--- config.mk ---
export PLATFORM = sky130hd
export DESIGN_NAME = dsw_status_word
export DESIGN_NICKNAME = d
export VERILOG_FILES = /design/src/core/dsw_pkg.sv /design/src/core/dsw_mode_bits.sv /design/src/core/dsw_status_word.sv
export SDC_FILE = /design/constraint.sdc
export NUM_CORES = 1
export LEC_CHECK = 0
export BUFFER_PORTS_ARGS = -buffer_cell sky130_fd_sc_hd__buf_2
export CORE_UTILIZATION = 45
export CTS_CLUSTER_DIAMETER = 80
export DETAILED_ROUTE_END_ITERATION = 12
export PLACE_DENSITY = 0.84
export RECOVER_POWER = 100
export SYNTH_ARGS = -nofsm -noshare
export SYNTH_HDL_FRONTEND = slang
export SYNTH_SLANG_ARGS = --single-unit
--- constraint.sdc ---
create_clock -name REF_CLK -period 2.1 [get_ports REF_CLK]
set_input_delay 0.105 -clock REF_CLK [delete_from_list [all_inputs] [get_ports REF_CLK]]
set_output_delay 0.105 -clock REF_CLK [all_outputs]
set_load 0.1 [all_outputs]
--- src/core/dsw_pkg.sv ---
// constants and carrier types for the drive status word encoder
package dsw_pkg;

   // ----------------------------------------------------------------
   // object address and reset value
   // ----------------------------------------------------------------
   localparam logic [15:0] DSW_STATUS_INDEX = 16'h6041;
   localparam logic [15:0] DSW_STATUS_RESET = 16'h0000;

   // ----------------------------------------------------------------
   // bit positions of the status word
   // ----------------------------------------------------------------
   localparam int DSW_BIT_READY = 0;
   localparam int DSW_BIT_SWON = 1;
   localparam int DSW_BIT_RUN = 2;
   localparam int DSW_BIT_FAULT = 3;
   localparam int DSW_BIT_POWER = 4;
   localparam int DSW_BIT_QSTOP = 5;
   localparam int DSW_BIT_NOFAULT = 6;
   localparam int DSW_BIT_WARN = 7;
   localparam int DSW_BIT_RSV8 = 8;
   localparam int DSW_BIT_REMOTE = 9;
   localparam int DSW_BIT_TGT = 10;
   localparam int DSW_BIT_LIMIT = 11;
   localparam int DSW_BIT_MS12 = 12;
   localparam int DSW_BIT_MS13 = 13;
   localparam int DSW_BIT_RSV14 = 14;
   localparam int DSW_BIT_HOME = 15;

   // ----------------------------------------------------------------
   // operating mode codes
   // ----------------------------------------------------------------
   localparam logic [7:0] DSW_MODE_NONE = 8'h00;
   localparam logic [7:0] DSW_PROFILE_POSITION_MODE = 8'h01;
   localparam logic [7:0] DSW_PROFILE_VELOCITY_MODE = 8'h03;
   localparam logic [7:0] DSW_PROFILE_TORQUE_MODE = 8'h04;
   localparam logic [7:0] DSW_HOMING_MODE = 8'h06;
   localparam logic [7:0] DSW_INTERPOLATED_POSITION_MODE = 8'h07;
   localparam logic [7:0] DSW_CYCLIC_POSITION_MODE = 8'h08;
   localparam logic [7:0] DSW_CYCLIC_VELOCITY_MODE = 8'h09;
   localparam logic [7:0] DSW_CYCLIC_TORQUE_MODE = 8'h0a;

   // ----------------------------------------------------------------
   // drive states as reported in the low nibble
   // ----------------------------------------------------------------
   typedef enum logic [2:0] {
      DSW_ST_INIT = 3'b000,
      DSW_ST_NOFAULT = 3'b001,
      DSW_ST_READY = 3'b010,
      DSW_ST_SWON = 3'b011,
      DSW_ST_RUN = 3'b100,
      DSW_ST_QSTOP = 3'b101,
      DSW_ST_STOPFLT = 3'b110,
      DSW_ST_FAULT = 3'b111
   } dsw_state_t;

   localparam logic [3:0] DSW_NIB_INIT = 4'h0;
   localparam logic [3:0] DSW_NIB_READY = 4'h1;
   localparam logic [3:0] DSW_NIB_SWON = 4'h3;
   localparam logic [3:0] DSW_NIB_RUN = 4'h7;
   localparam logic [3:0] DSW_NIB_STOPFLT = 4'hf;
   localparam logic [3:0] DSW_NIB_FAULT = 4'h8;

   // ----------------------------------------------------------------
   // carriers
   // ----------------------------------------------------------------
   typedef struct packed {
      logic target_reached;
      logic halt_request;
      logic velocity_zero;
      logic setpoint_busy;
      logic following_error;
      logic follows_command;
      logic interp_active;
      logic homing_busy;
      logic homing_attained;
      logic homing_error;
   } dsw_motion_t;

   typedef struct packed {
      logic power_on;
      logic warning;
      logic remote;
      logic home_flag;
   } dsw_misc_t;

endpackage : dsw_pkg

--- src/core/dsw_mode_bits.sv ---
// mode specific bits 10, 12 and 13 of the status word
`timescale 1ns/10ps
module dsw_mode_bits (
   input wire logic [7:0] mode,
   input wire dsw_pkg::dsw_motion_t motion,
   output logic tgt_bit,
   output logic ms12_bit,
   output logic ms13_bit
);
   import dsw_pkg::*;

   logic halt_target;

   // halt turns target reached into standstill
   always_comb begin
      if (motion.halt_request) begin
         halt_target = motion.velocity_zero;
      end else begin
         halt_target = motion.target_reached;
      end
   end

   // ----------------------------------------------------------------
   // mode selection
   // ----------------------------------------------------------------
   always_comb begin
      tgt_bit = 1'b0;
      ms12_bit = 1'b0;
      ms13_bit = 1'b0;
      case (mode)
         DSW_PROFILE_POSITION_MODE: begin
            tgt_bit = halt_target;
            ms12_bit = motion.setpoint_busy;
            ms13_bit = motion.following_error;
         end
         DSW_INTERPOLATED_POSITION_MODE: begin
            tgt_bit = halt_target;
            ms12_bit = motion.interp_active;
            ms13_bit = motion.following_error;
         end
         DSW_PROFILE_VELOCITY_MODE: begin
            tgt_bit = halt_target;
            ms12_bit = motion.velocity_zero;
            ms13_bit = 1'b0;
         end
         DSW_PROFILE_TORQUE_MODE: begin
            tgt_bit = halt_target;
            ms12_bit = 1'b0;
            ms13_bit = 1'b0;
         end
         DSW_CYCLIC_POSITION_MODE,
         DSW_CYCLIC_VELOCITY_MODE,
         DSW_CYCLIC_TORQUE_MODE: begin
            tgt_bit = 1'b0;
            ms12_bit = motion.follows_command;
            ms13_bit = motion.following_error;
         end
         DSW_HOMING_MODE: begin
            if (motion.homing_error) begin
               ms13_bit = 1'b1;
               tgt_bit = motion.velocity_zero;
            end else if (motion.homing_attained) begin
               ms12_bit = 1'b1;
               tgt_bit = motion.target_reached;
            end else begin
               tgt_bit = ~motion.homing_busy;
            end
         end
         default: begin
            tgt_bit = 1'b0;
         end
      endcase
   end

endmodule : dsw_mode_bits

--- src/core/dsw_status_word.sv ---
// status word encoder top level
`timescale 1ns/10ps
module dsw_status_word (
   REF_CLK,
   ARST_N,
   DRIVE_STATE,
   MODE,
   MOTION,
   MISC,
   REVERSE_OVERTRAVEL_INPUT,
   FORWARD_OVERTRAVEL_INPUT,
   CYCLE_STROBE,
   STATUS_WORD,
   STATUS_INDEX
);
   import dsw_pkg::*;
   input wire logic REF_CLK;
   input wire logic ARST_N;
   input wire dsw_pkg::dsw_state_t DRIVE_STATE;
   input wire logic [7:0] MODE;
   input wire dsw_pkg::dsw_motion_t MOTION;
   input wire dsw_pkg::dsw_misc_t MISC;
   input wire logic REVERSE_OVERTRAVEL_INPUT;
   input wire logic FORWARD_OVERTRAVEL_INPUT;
   input wire logic CYCLE_STROBE;
   output logic [15:0] STATUS_WORD;
   output logic [15:0] STATUS_INDEX;

   // ----------------------------------------------------------------
   // overtravel pin synchronisers
   // ----------------------------------------------------------------
   logic [1:0] rev_sync_ff;
   logic [1:0] fwd_sync_ff;

   always_ff @(posedge REF_CLK or negedge ARST_N) begin
      if (!ARST_N) begin
         rev_sync_ff <= 2'h0;
         fwd_sync_ff <= 2'h0;
      end else begin
         rev_sync_ff <= {rev_sync_ff[0], REVERSE_OVERTRAVEL_INPUT};
         fwd_sync_ff <= {fwd_sync_ff[0], FORWARD_OVERTRAVEL_INPUT};
      end
   end

   // ----------------------------------------------------------------
   // state nibble
   // ----------------------------------------------------------------
   logic [3:0] nxt_nib;
   logic nxt_qstop;
   logic nxt_nofault;

   always_comb begin
      nxt_nib = DSW_NIB_INIT;
      nxt_qstop = 1'b0;
      nxt_nofault = 1'b0;
      unique case (DRIVE_STATE)
         DSW_ST_INIT: begin
            nxt_nib = DSW_NIB_INIT;
         end
         DSW_ST_NOFAULT: begin
            nxt_nib = DSW_NIB_INIT;
            nxt_nofault = 1'b1;
         end
         DSW_ST_READY: begin
            nxt_nib = DSW_NIB_READY;
            nxt_qstop = 1'b1;
         end
         DSW_ST_SWON: begin
            nxt_nib = DSW_NIB_SWON;
            nxt_qstop = 1'b1;
         end
         DSW_ST_RUN: begin
            nxt_nib = DSW_NIB_RUN;
            nxt_qstop = 1'b1;
         end
         DSW_ST_QSTOP: begin
            nxt_nib = DSW_NIB_RUN;
         end
         DSW_ST_STOPFLT: begin
            nxt_nib = DSW_NIB_STOPFLT;
         end
         DSW_ST_FAULT: begin
            nxt_nib = DSW_NIB_FAULT;
         end
      endcase
   end

   // ----------------------------------------------------------------
   // mode specific bits
   // ----------------------------------------------------------------
   logic tgt_bit;
   logic ms12_bit;
   logic ms13_bit;

   dsw_mode_bits u_mode_bits (
      .mode(MODE),
      .motion(MOTION),
      .tgt_bit(tgt_bit),
      .ms12_bit(ms12_bit),
      .ms13_bit(ms13_bit)
   );

   // ----------------------------------------------------------------
   // word assembly
   // ----------------------------------------------------------------
   logic [15:0] nxt_word;

   always_comb begin
      nxt_word = DSW_STATUS_RESET;
      nxt_word[DSW_BIT_FAULT:DSW_BIT_READY] = nxt_nib;
      nxt_word[DSW_BIT_POWER] = MISC.power_on;
      nxt_word[DSW_BIT_QSTOP] = nxt_qstop;
      nxt_word[DSW_BIT_NOFAULT] = nxt_nofault;
      nxt_word[DSW_BIT_WARN] = MISC.warning;
      nxt_word[DSW_BIT_RSV8] = 1'b0;
      nxt_word[DSW_BIT_REMOTE] = MISC.remote;
      nxt_word[DSW_BIT_TGT] = tgt_bit;
      nxt_word[DSW_BIT_LIMIT] = rev_sync_ff[1] | fwd_sync_ff[1];
      nxt_word[DSW_BIT_MS12] = ms12_bit;
      nxt_word[DSW_BIT_MS13] = ms13_bit;
      nxt_word[DSW_BIT_RSV14] = 1'b0;
      nxt_word[DSW_BIT_HOME] = MISC.home_flag;
   end

   // ----------------------------------------------------------------
   // per-cycle capture for process data
   // ----------------------------------------------------------------
   logic [15:0] word_ff;

   always_ff @(posedge REF_CLK or negedge ARST_N) begin
      if (!ARST_N) begin
         word_ff <= DSW_STATUS_RESET;
      end else if (CYCLE_STROBE) begin
         word_ff <= nxt_word;
      end
   end

   logic [15:0] index_ff;

   always_ff @(posedge REF_CLK or negedge ARST_N) begin
      if (!ARST_N) begin
         index_ff <= 16'h0000;
      end else begin
         index_ff <= DSW_STATUS_INDEX;
      end
   end

   assign STATUS_WORD = word_ff;
   assign STATUS_INDEX = index_ff;

endmodule : dsw_status_word

==> impl_metrics.yaml, run 1 <==
timing:
  fin_crit_sh_pct: 78.6
  finalHoldViolCount: 0
  tightestPinTransition_ns: 1.18
  rsz0062_at_grt: "false"
  slew_headroom_pct: 21.9
  holdWs_ns: 0.0264
  fin_ws_ns: 0.450
  period_needed_ns: 1.65
  fmax_mhz: 606
  slew_viol_final: 0
  clock_skew_ns: 0.000326
  setup_violations: 0
  setup-tns-final_ns: 0
grt:
  grt_pass1_vias: 778
  grt_overflow: 0
  grt_pass1_wl_um: 3240
  antenna_found_initial: 0
  grt_max_degree: 23
  track_usage_pct: 17.7
cells_and_area:
  ff_latch_area_um2: 475
  multi_input_area_um2: 403
  fill_cells: 205
  finalInstanceArea_um2: 1220
  nets: 178
  final_cells: 174
  layout_commonest_cell: "buf_2"
  final_cell_mix: "buf_2, dfrtp_1, conb_1"
  antennaDiodeCount: 0
  area_growth_syn_to_layout_pct: 22.0
  layout-drive-gt1-share_pct: 27.2
yosys:
  avgSynthCellArea_um2: 10.0
  yosys_register_bits: 19
  synthCells: 100
  yosysSeqAreaShare_pct: 47.6
  synth_cell_types: 30
  yosysWarnings: 0
  syn-cell-area_um2: 1000
worst_setup_path:
  crit_family: "buffers and inverters"
  reg2reg_slack_ns: 1.30
  r2r_start: "STATUS_WORD[15]$_DFFE_PN0P_"
  worstRegToRegCells: 1
  worstPathRequired_ns: 2.00
  critPathLaunchType: "register"
  critPathKind: "reg2out"
  cp_slowest_stage_delay_ns: 0.88
  worst-path-max-fanout: 2
  critPathCaptureType: "primary output"
  worstReg2RegEnd: "STATUS_WORD[15]$_DFFE_PN0P_"
  arrival_ns: 1.54
  crit_chain: "clkbuf_1"
  cp_num_buf_inv: 1
  crit_slowest_cell: "clkbuf_1"
pwr:
  p_sw_share_pct: 47.7
  switching_power_uw: 479
  p_leak_nw: 0.588
  combinationalPowerShare_pct: 41.5
  irDropWorstVdd_v: 0.000814
  power.density_nw_per_um2: 823
  power_frac_clock_pct: 18.3
  power_frac_seq_pct: 40.2
  internal-power_uw: 525
run_status:
  outcome: "finished, final reports clean"
placement:
  place_ws_ns: 1.04
  dp.cells: 167
  io_buffers: 47
  dp_hpwl_um: 1480
  post_dp_cell_area_um2: 1180
  gp_congestion: 0.778
clock_tree:
  cts_tree: "yes"
  clock_path_buffers: 2
  clk_latency_ns: 0.29
  clkTransAtPathRegs_ns: 0.11
  cts_max_level: 1
  cts.sinks: 19
  cts_buffers: 3
  cts_root_buf: "clkbuf_4"
floorplan:
  core_area_um2: 2020
  start_util_pct: 49.4
  dieArea_um2: 2410
  die_w_um: 49.1
  io-pin-count: 62
  std_cell_rows: 16
  fp.dieH_um: 49.1
detailed_routing:
  first_pass_iters: 2
  drtIter0Drc: 4
  vias: 816
  ant_nets: 0
  routed_wl_um: 1900
  routed_via_density: 4.69
  routedWlPerCell_um: 10.9
  route.detailed.drc: 0
min_path:
  whs_endpoint: "STATUS_WORD[9]$_DFFE_PN0P_"
  min_from: "MISC[1]"
  whs_path_depth: 2
  hp-class: "in2reg"
flow_run:
  cap_violations: 0
-- worst max-delay path by stage --
stage                     slack (ns)                        from                          end  depth (start not counted)
final                           0.45  STATUS_WORD[5]$_DFFE_PN0P_               STATUS_WORD[5]                          1
after global routing            0.41  STATUS_WORD[5]$_DFFE_PN0P_               STATUS_WORD[5]                          1
after CTS                       0.87   STATUS_INDEX[0]$_DFF_PN0_             STATUS_INDEX[14]                          1
after detailed placement        1.04                     MODE[2]  STATUS_WORD[12]$_DFFE_PN0P_                          5
after global placement          1.07                     MODE[2]  STATUS_WORD[12]$_DFFE_PN0P_                          5
after floorplan                 0.64   STATUS_INDEX[0]$_DFF_PN0_             STATUS_INDEX[13]                          1
-- flip-flops by register name, indices dropped and copies added, names as in the netlist --
name / count
rev_sync_ff: 2
STATUS_INDEX: 1
fwd_sync_ff: 2
STATUS_WORD: 14
-- logic make-up after synthesis --
logic type	synth area share, %
buffers and inverters	17.0
and+or+nand+nor	12.3
AOI/OAI and AO/OA	13.0
DFF	47.6
other	0.751
muxes	7.63
xor gates and xnor gates	1.75
-- cell usage after synthesis, drive strengths merged --
cell,n,area (um2)
a32oi,1,8.76
o211ai,1,7.51
nand2,5,18.8
nor2b,5,31.3
o221a,1,11.3
o31a,1,8.76
a22oi,1,7.51
nor2,6,22.5
xnor2,1,8.76
clkbuf,2,7.51
and3b,1,8.76
o21ai,4,20.0
and4bb,1,12.5
mux2,5,56.3
buf,18,133
a21oi,5,25.0
nor4,1,6.26
nand3,3,15.0
o32ai,1,8.76
dfrtp,19,475
mux2i,2,20.0
o22ai,3,25.0
conb,2,7.51
xor2,1,8.76
inv,8,30.0
nor3b,1,7.51
o31ai,1,7.51
-- metrics by stage --
step	total power [mW]	utilization [%]
5_1_grt	1.05	60.3
6_report	1.00	60.3
2_1_floorplan	0.778	-
4_1_cts	1.02	61.2
3_5_place_dp	0.831	58.2
3_3_place_gp	0.822	58.2
-- layout make-up --
type / count / area share, %
clock buffer: 3 / 1.85
clock inverter: 1 / 0.615
inverter: 8 / 2.46
multi-input combinational: 66 / 33.0
sequential: 19 / 39.0
tap: 27 / 2.77
timing repair buffer: 50 / 20.3
-- power groups by stage --
stage	Combinational (mW)	Sequential (mW)	Clock [mW]
after floorplan	0.207	0.571	0
after global placement	0.414	0.408	0
after detailed placement	0.420	0.411	0
after CTS	0.424	0.404	0.192
after global routing	0.435	0.408	0.207
final	0.417	0.404	0.183
-- layer usage --
metal | track usage, % | share of wire (%)
met5 | 0 | 0
met1 | 17.5 | 37
met2 | 35.8 | 56
met4 | 2.45 | 0
met3 | 5.30 | 6.7
-- timing repair --
item	in CTS	in global routing
setup buffers	0	0
hold buffers	3	0
gates resized for setup	0	0
endpoints found under the hold margin	21	0
Power figures use the tool's default switching activity.
==> run 2: changes to the inputs <==
- CORE_UTILIZATION: 45 -> 38
- PLACE_DENSITY: 0.84 -> 0.75
- clock period: 2.1 -> 1.5 ns (I/O delays scaled with it)
==> run 2 against run 1 <==
  * Worst setup slack worse by 0.17 ns
  * Final cell count grew 2.3%
  * Count of clock-buffer cells in the layout grew 1
  * Cell area is 2.1% higher
  * Clock power rose by 34%
  * Largest power group unchanged
  * Combinational power is 42% higher
  * First-iteration DRC count grew to 2.5 times the previous value
  * Sequential power increased by 40%
  * Non-clock buffer count is 1 higher
  * Die area rose by 18%
==> impl_metrics.yaml, run 2 (synthesis gave the netlist of run 1 again) <==
placement:
  dp_hpwl_um: 1500
  io_buffers: 47
  place_ws_ns: 0.452
  gp_congestion: 0.734
  post_dp_cell_area_um2: 1180
cells_and_area:
  layout_commonest_cell: "buf_2"
  layout-drive-gt1-share_pct: 34.5
  final_cell_mix: "buf_2, dfrtp_1, clkbuf_2"
  finalInstanceArea_um2: 1240
  largest_register_ffs: 14
  area_growth_syn_to_layout_pct: 24.5
  nets: 179
  antennaDiodeCount: 0
clock_tree:
  postCtsSetupBuffers: 0
  cts_tree: "yes"
  cts.sinks: 19
  cts_buffers: 3
  clkTransAtPathRegs_ns: 0.10
  cts_max_level: 1
  cts_root_buf: "clkbuf_4"
  clock_path_buffers: 2
  clk_latency_ns: 0.28
timing:
  clock_skew_ns: 0.000120
  finalHoldViolCount: 0
  fin_ws_ns: 0.285
  period_needed_ns: 1.22
  slew_viol_final: 0
  slew_headroom_pct: 34.6
  fin_crit_sh_pct: 81.0
  setup_violations: 0
  tightestPinTransition_ns: 0.981
  rsz0062_at_grt: "false"
  holdWs_ns: 0.0105
  fmax_mhz: 823
  setup-tns-final_ns: 0
floorplan:
  io-pin-count: 62
  fp.dieH_um: 53.3
  core_area_um2: 2480
  std_cell_rows: 18
  start_util_pct: 40.4
  die_w_um: 53.3
  dieArea_um2: 2840
detailed_routing:
  route.detailed.drc: 0
  first_pass_iters: 4
  ant_nets: 0
  vias: 813
  routed_via_density: 4.57
  drtIter0Drc: 10
  routed_wl_um: 1870
  routedWlPerCell_um: 10.5
pwr:
  power.density_nw_per_um2: 1130
  combinationalPowerShare_pct: 42.2
  internal-power_uw: 746
  p_sw_share_pct: 46.9
  irDropWorstVdd_v: 0.000639
  power_frac_seq_pct: 40.3
  switching_power_uw: 657
  finalPower_mw: 1.40
  p_leak_nw: 0.630
  power_frac_clock_pct: 17.6
worst_setup_path:
  critPathKind: "reg2out"
  crit_family: "buffers and inverters"
  arrival_ns: 1.14
  worst-path-max-fanout: 4
  crit_chain: "clkbuf_2"
  worstPathRequired_ns: 1.42
  critPathCaptureType: "primary output"
  worstRegToRegCells: 1
  cp_slowest_stage_delay_ns: 0.47
  crit_slowest_cell: "clkbuf_2"
  cp_num_buf_inv: 1
  critPathLaunchType: "register"
  cp.depth: 1
grt:
  grt_overflow: 0
  grt_max_degree: 23
  antenna_found_initial: 0
  track_usage_pct: 14.6
  grt_pass1_wl_um: 3000
  grt_pass1_vias: 758
run_status:
  outcome: "finished, final reports clean"
min_path:
  hp-class: "in2reg"
  whs_path_depth: 2
flow_run:
  cap_violations: 0
## run 2: what timing repair did
item	4_1_cts	5_1_grt
gates resized for setup	0	0
endpoints found under the hold margin	21	1
hold buffers	3	1
## run 2: power by group through the flow
stage | logic, mW | clock network [mW] | registers, mW
2_1_floorplan | 0.289 | 0 | 0.799
3_3_place_gp | 0.581 | 0 | 0.572
3_5_place_dp | 0.588 | 0 | 0.574
4_1_cts | 0.594 | 0.258 | 0.564
5_1_grt | 0.620 | 0.283 | 0.570
6_report | 0.591 | 0.246 | 0.565
## run 2: final cells by class
cell class / instances / area [um2]
clock buffer: 4 / 26.3
fill: 249 / 1230
inverter: 8 / 30.0
multi-input combinational: 66 / 403
sequential: 19 / 475
tap: 30 / 37.5
timing repair buffer: 51 / 273
## run 2: metrics by stage
stage | std cells | util, %
after CTS | 177 | 49.9
final | 178 | 50.3
after detailed placement | 170 | 47.7
after global placement | 170 | 47.7
after global routing | 178 | 50.3
after floorplan | 113 | -
## run 2: path summary, 6_finish.rpt
| check | startpoint | endpoint | slack, ns |
|---|---|---|---|
| min in group asynchronous | ARST_N | STATUS_WORD[1]$_DFFE_PN0P_ | 0.46 |
| worst max register to register | STATUS_WORD[15]$_DFFE_PN0P_ | STATUS_WORD[15]$_DFFE_PN0P_ | 0.72 |
| worst max-delay path | STATUS_INDEX[0]$_DFF_PN0_ | STATUS_INDEX[0] | 0.28 |
| worst min register to register | rev_sync_ff[0]$_DFF_PN0_ | rev_sync_ff[1]$_DFF_PN0_ | 0.36 |
| worst min-delay path | MISC[1] | STATUS_WORD[9]$_DFFE_PN0P_ | 0.01 |
| max in group asynchronous | ARST_N | fwd_sync_ff[1]$_DFF_PN0_ | 0.45 |
## run 2: layer usage
metal	global-route usage (%)	part of all wire, %
met2	26.9	49
met5	0	0
met1	15.8	42
met4	5.26	0
met3	3.74	9.1
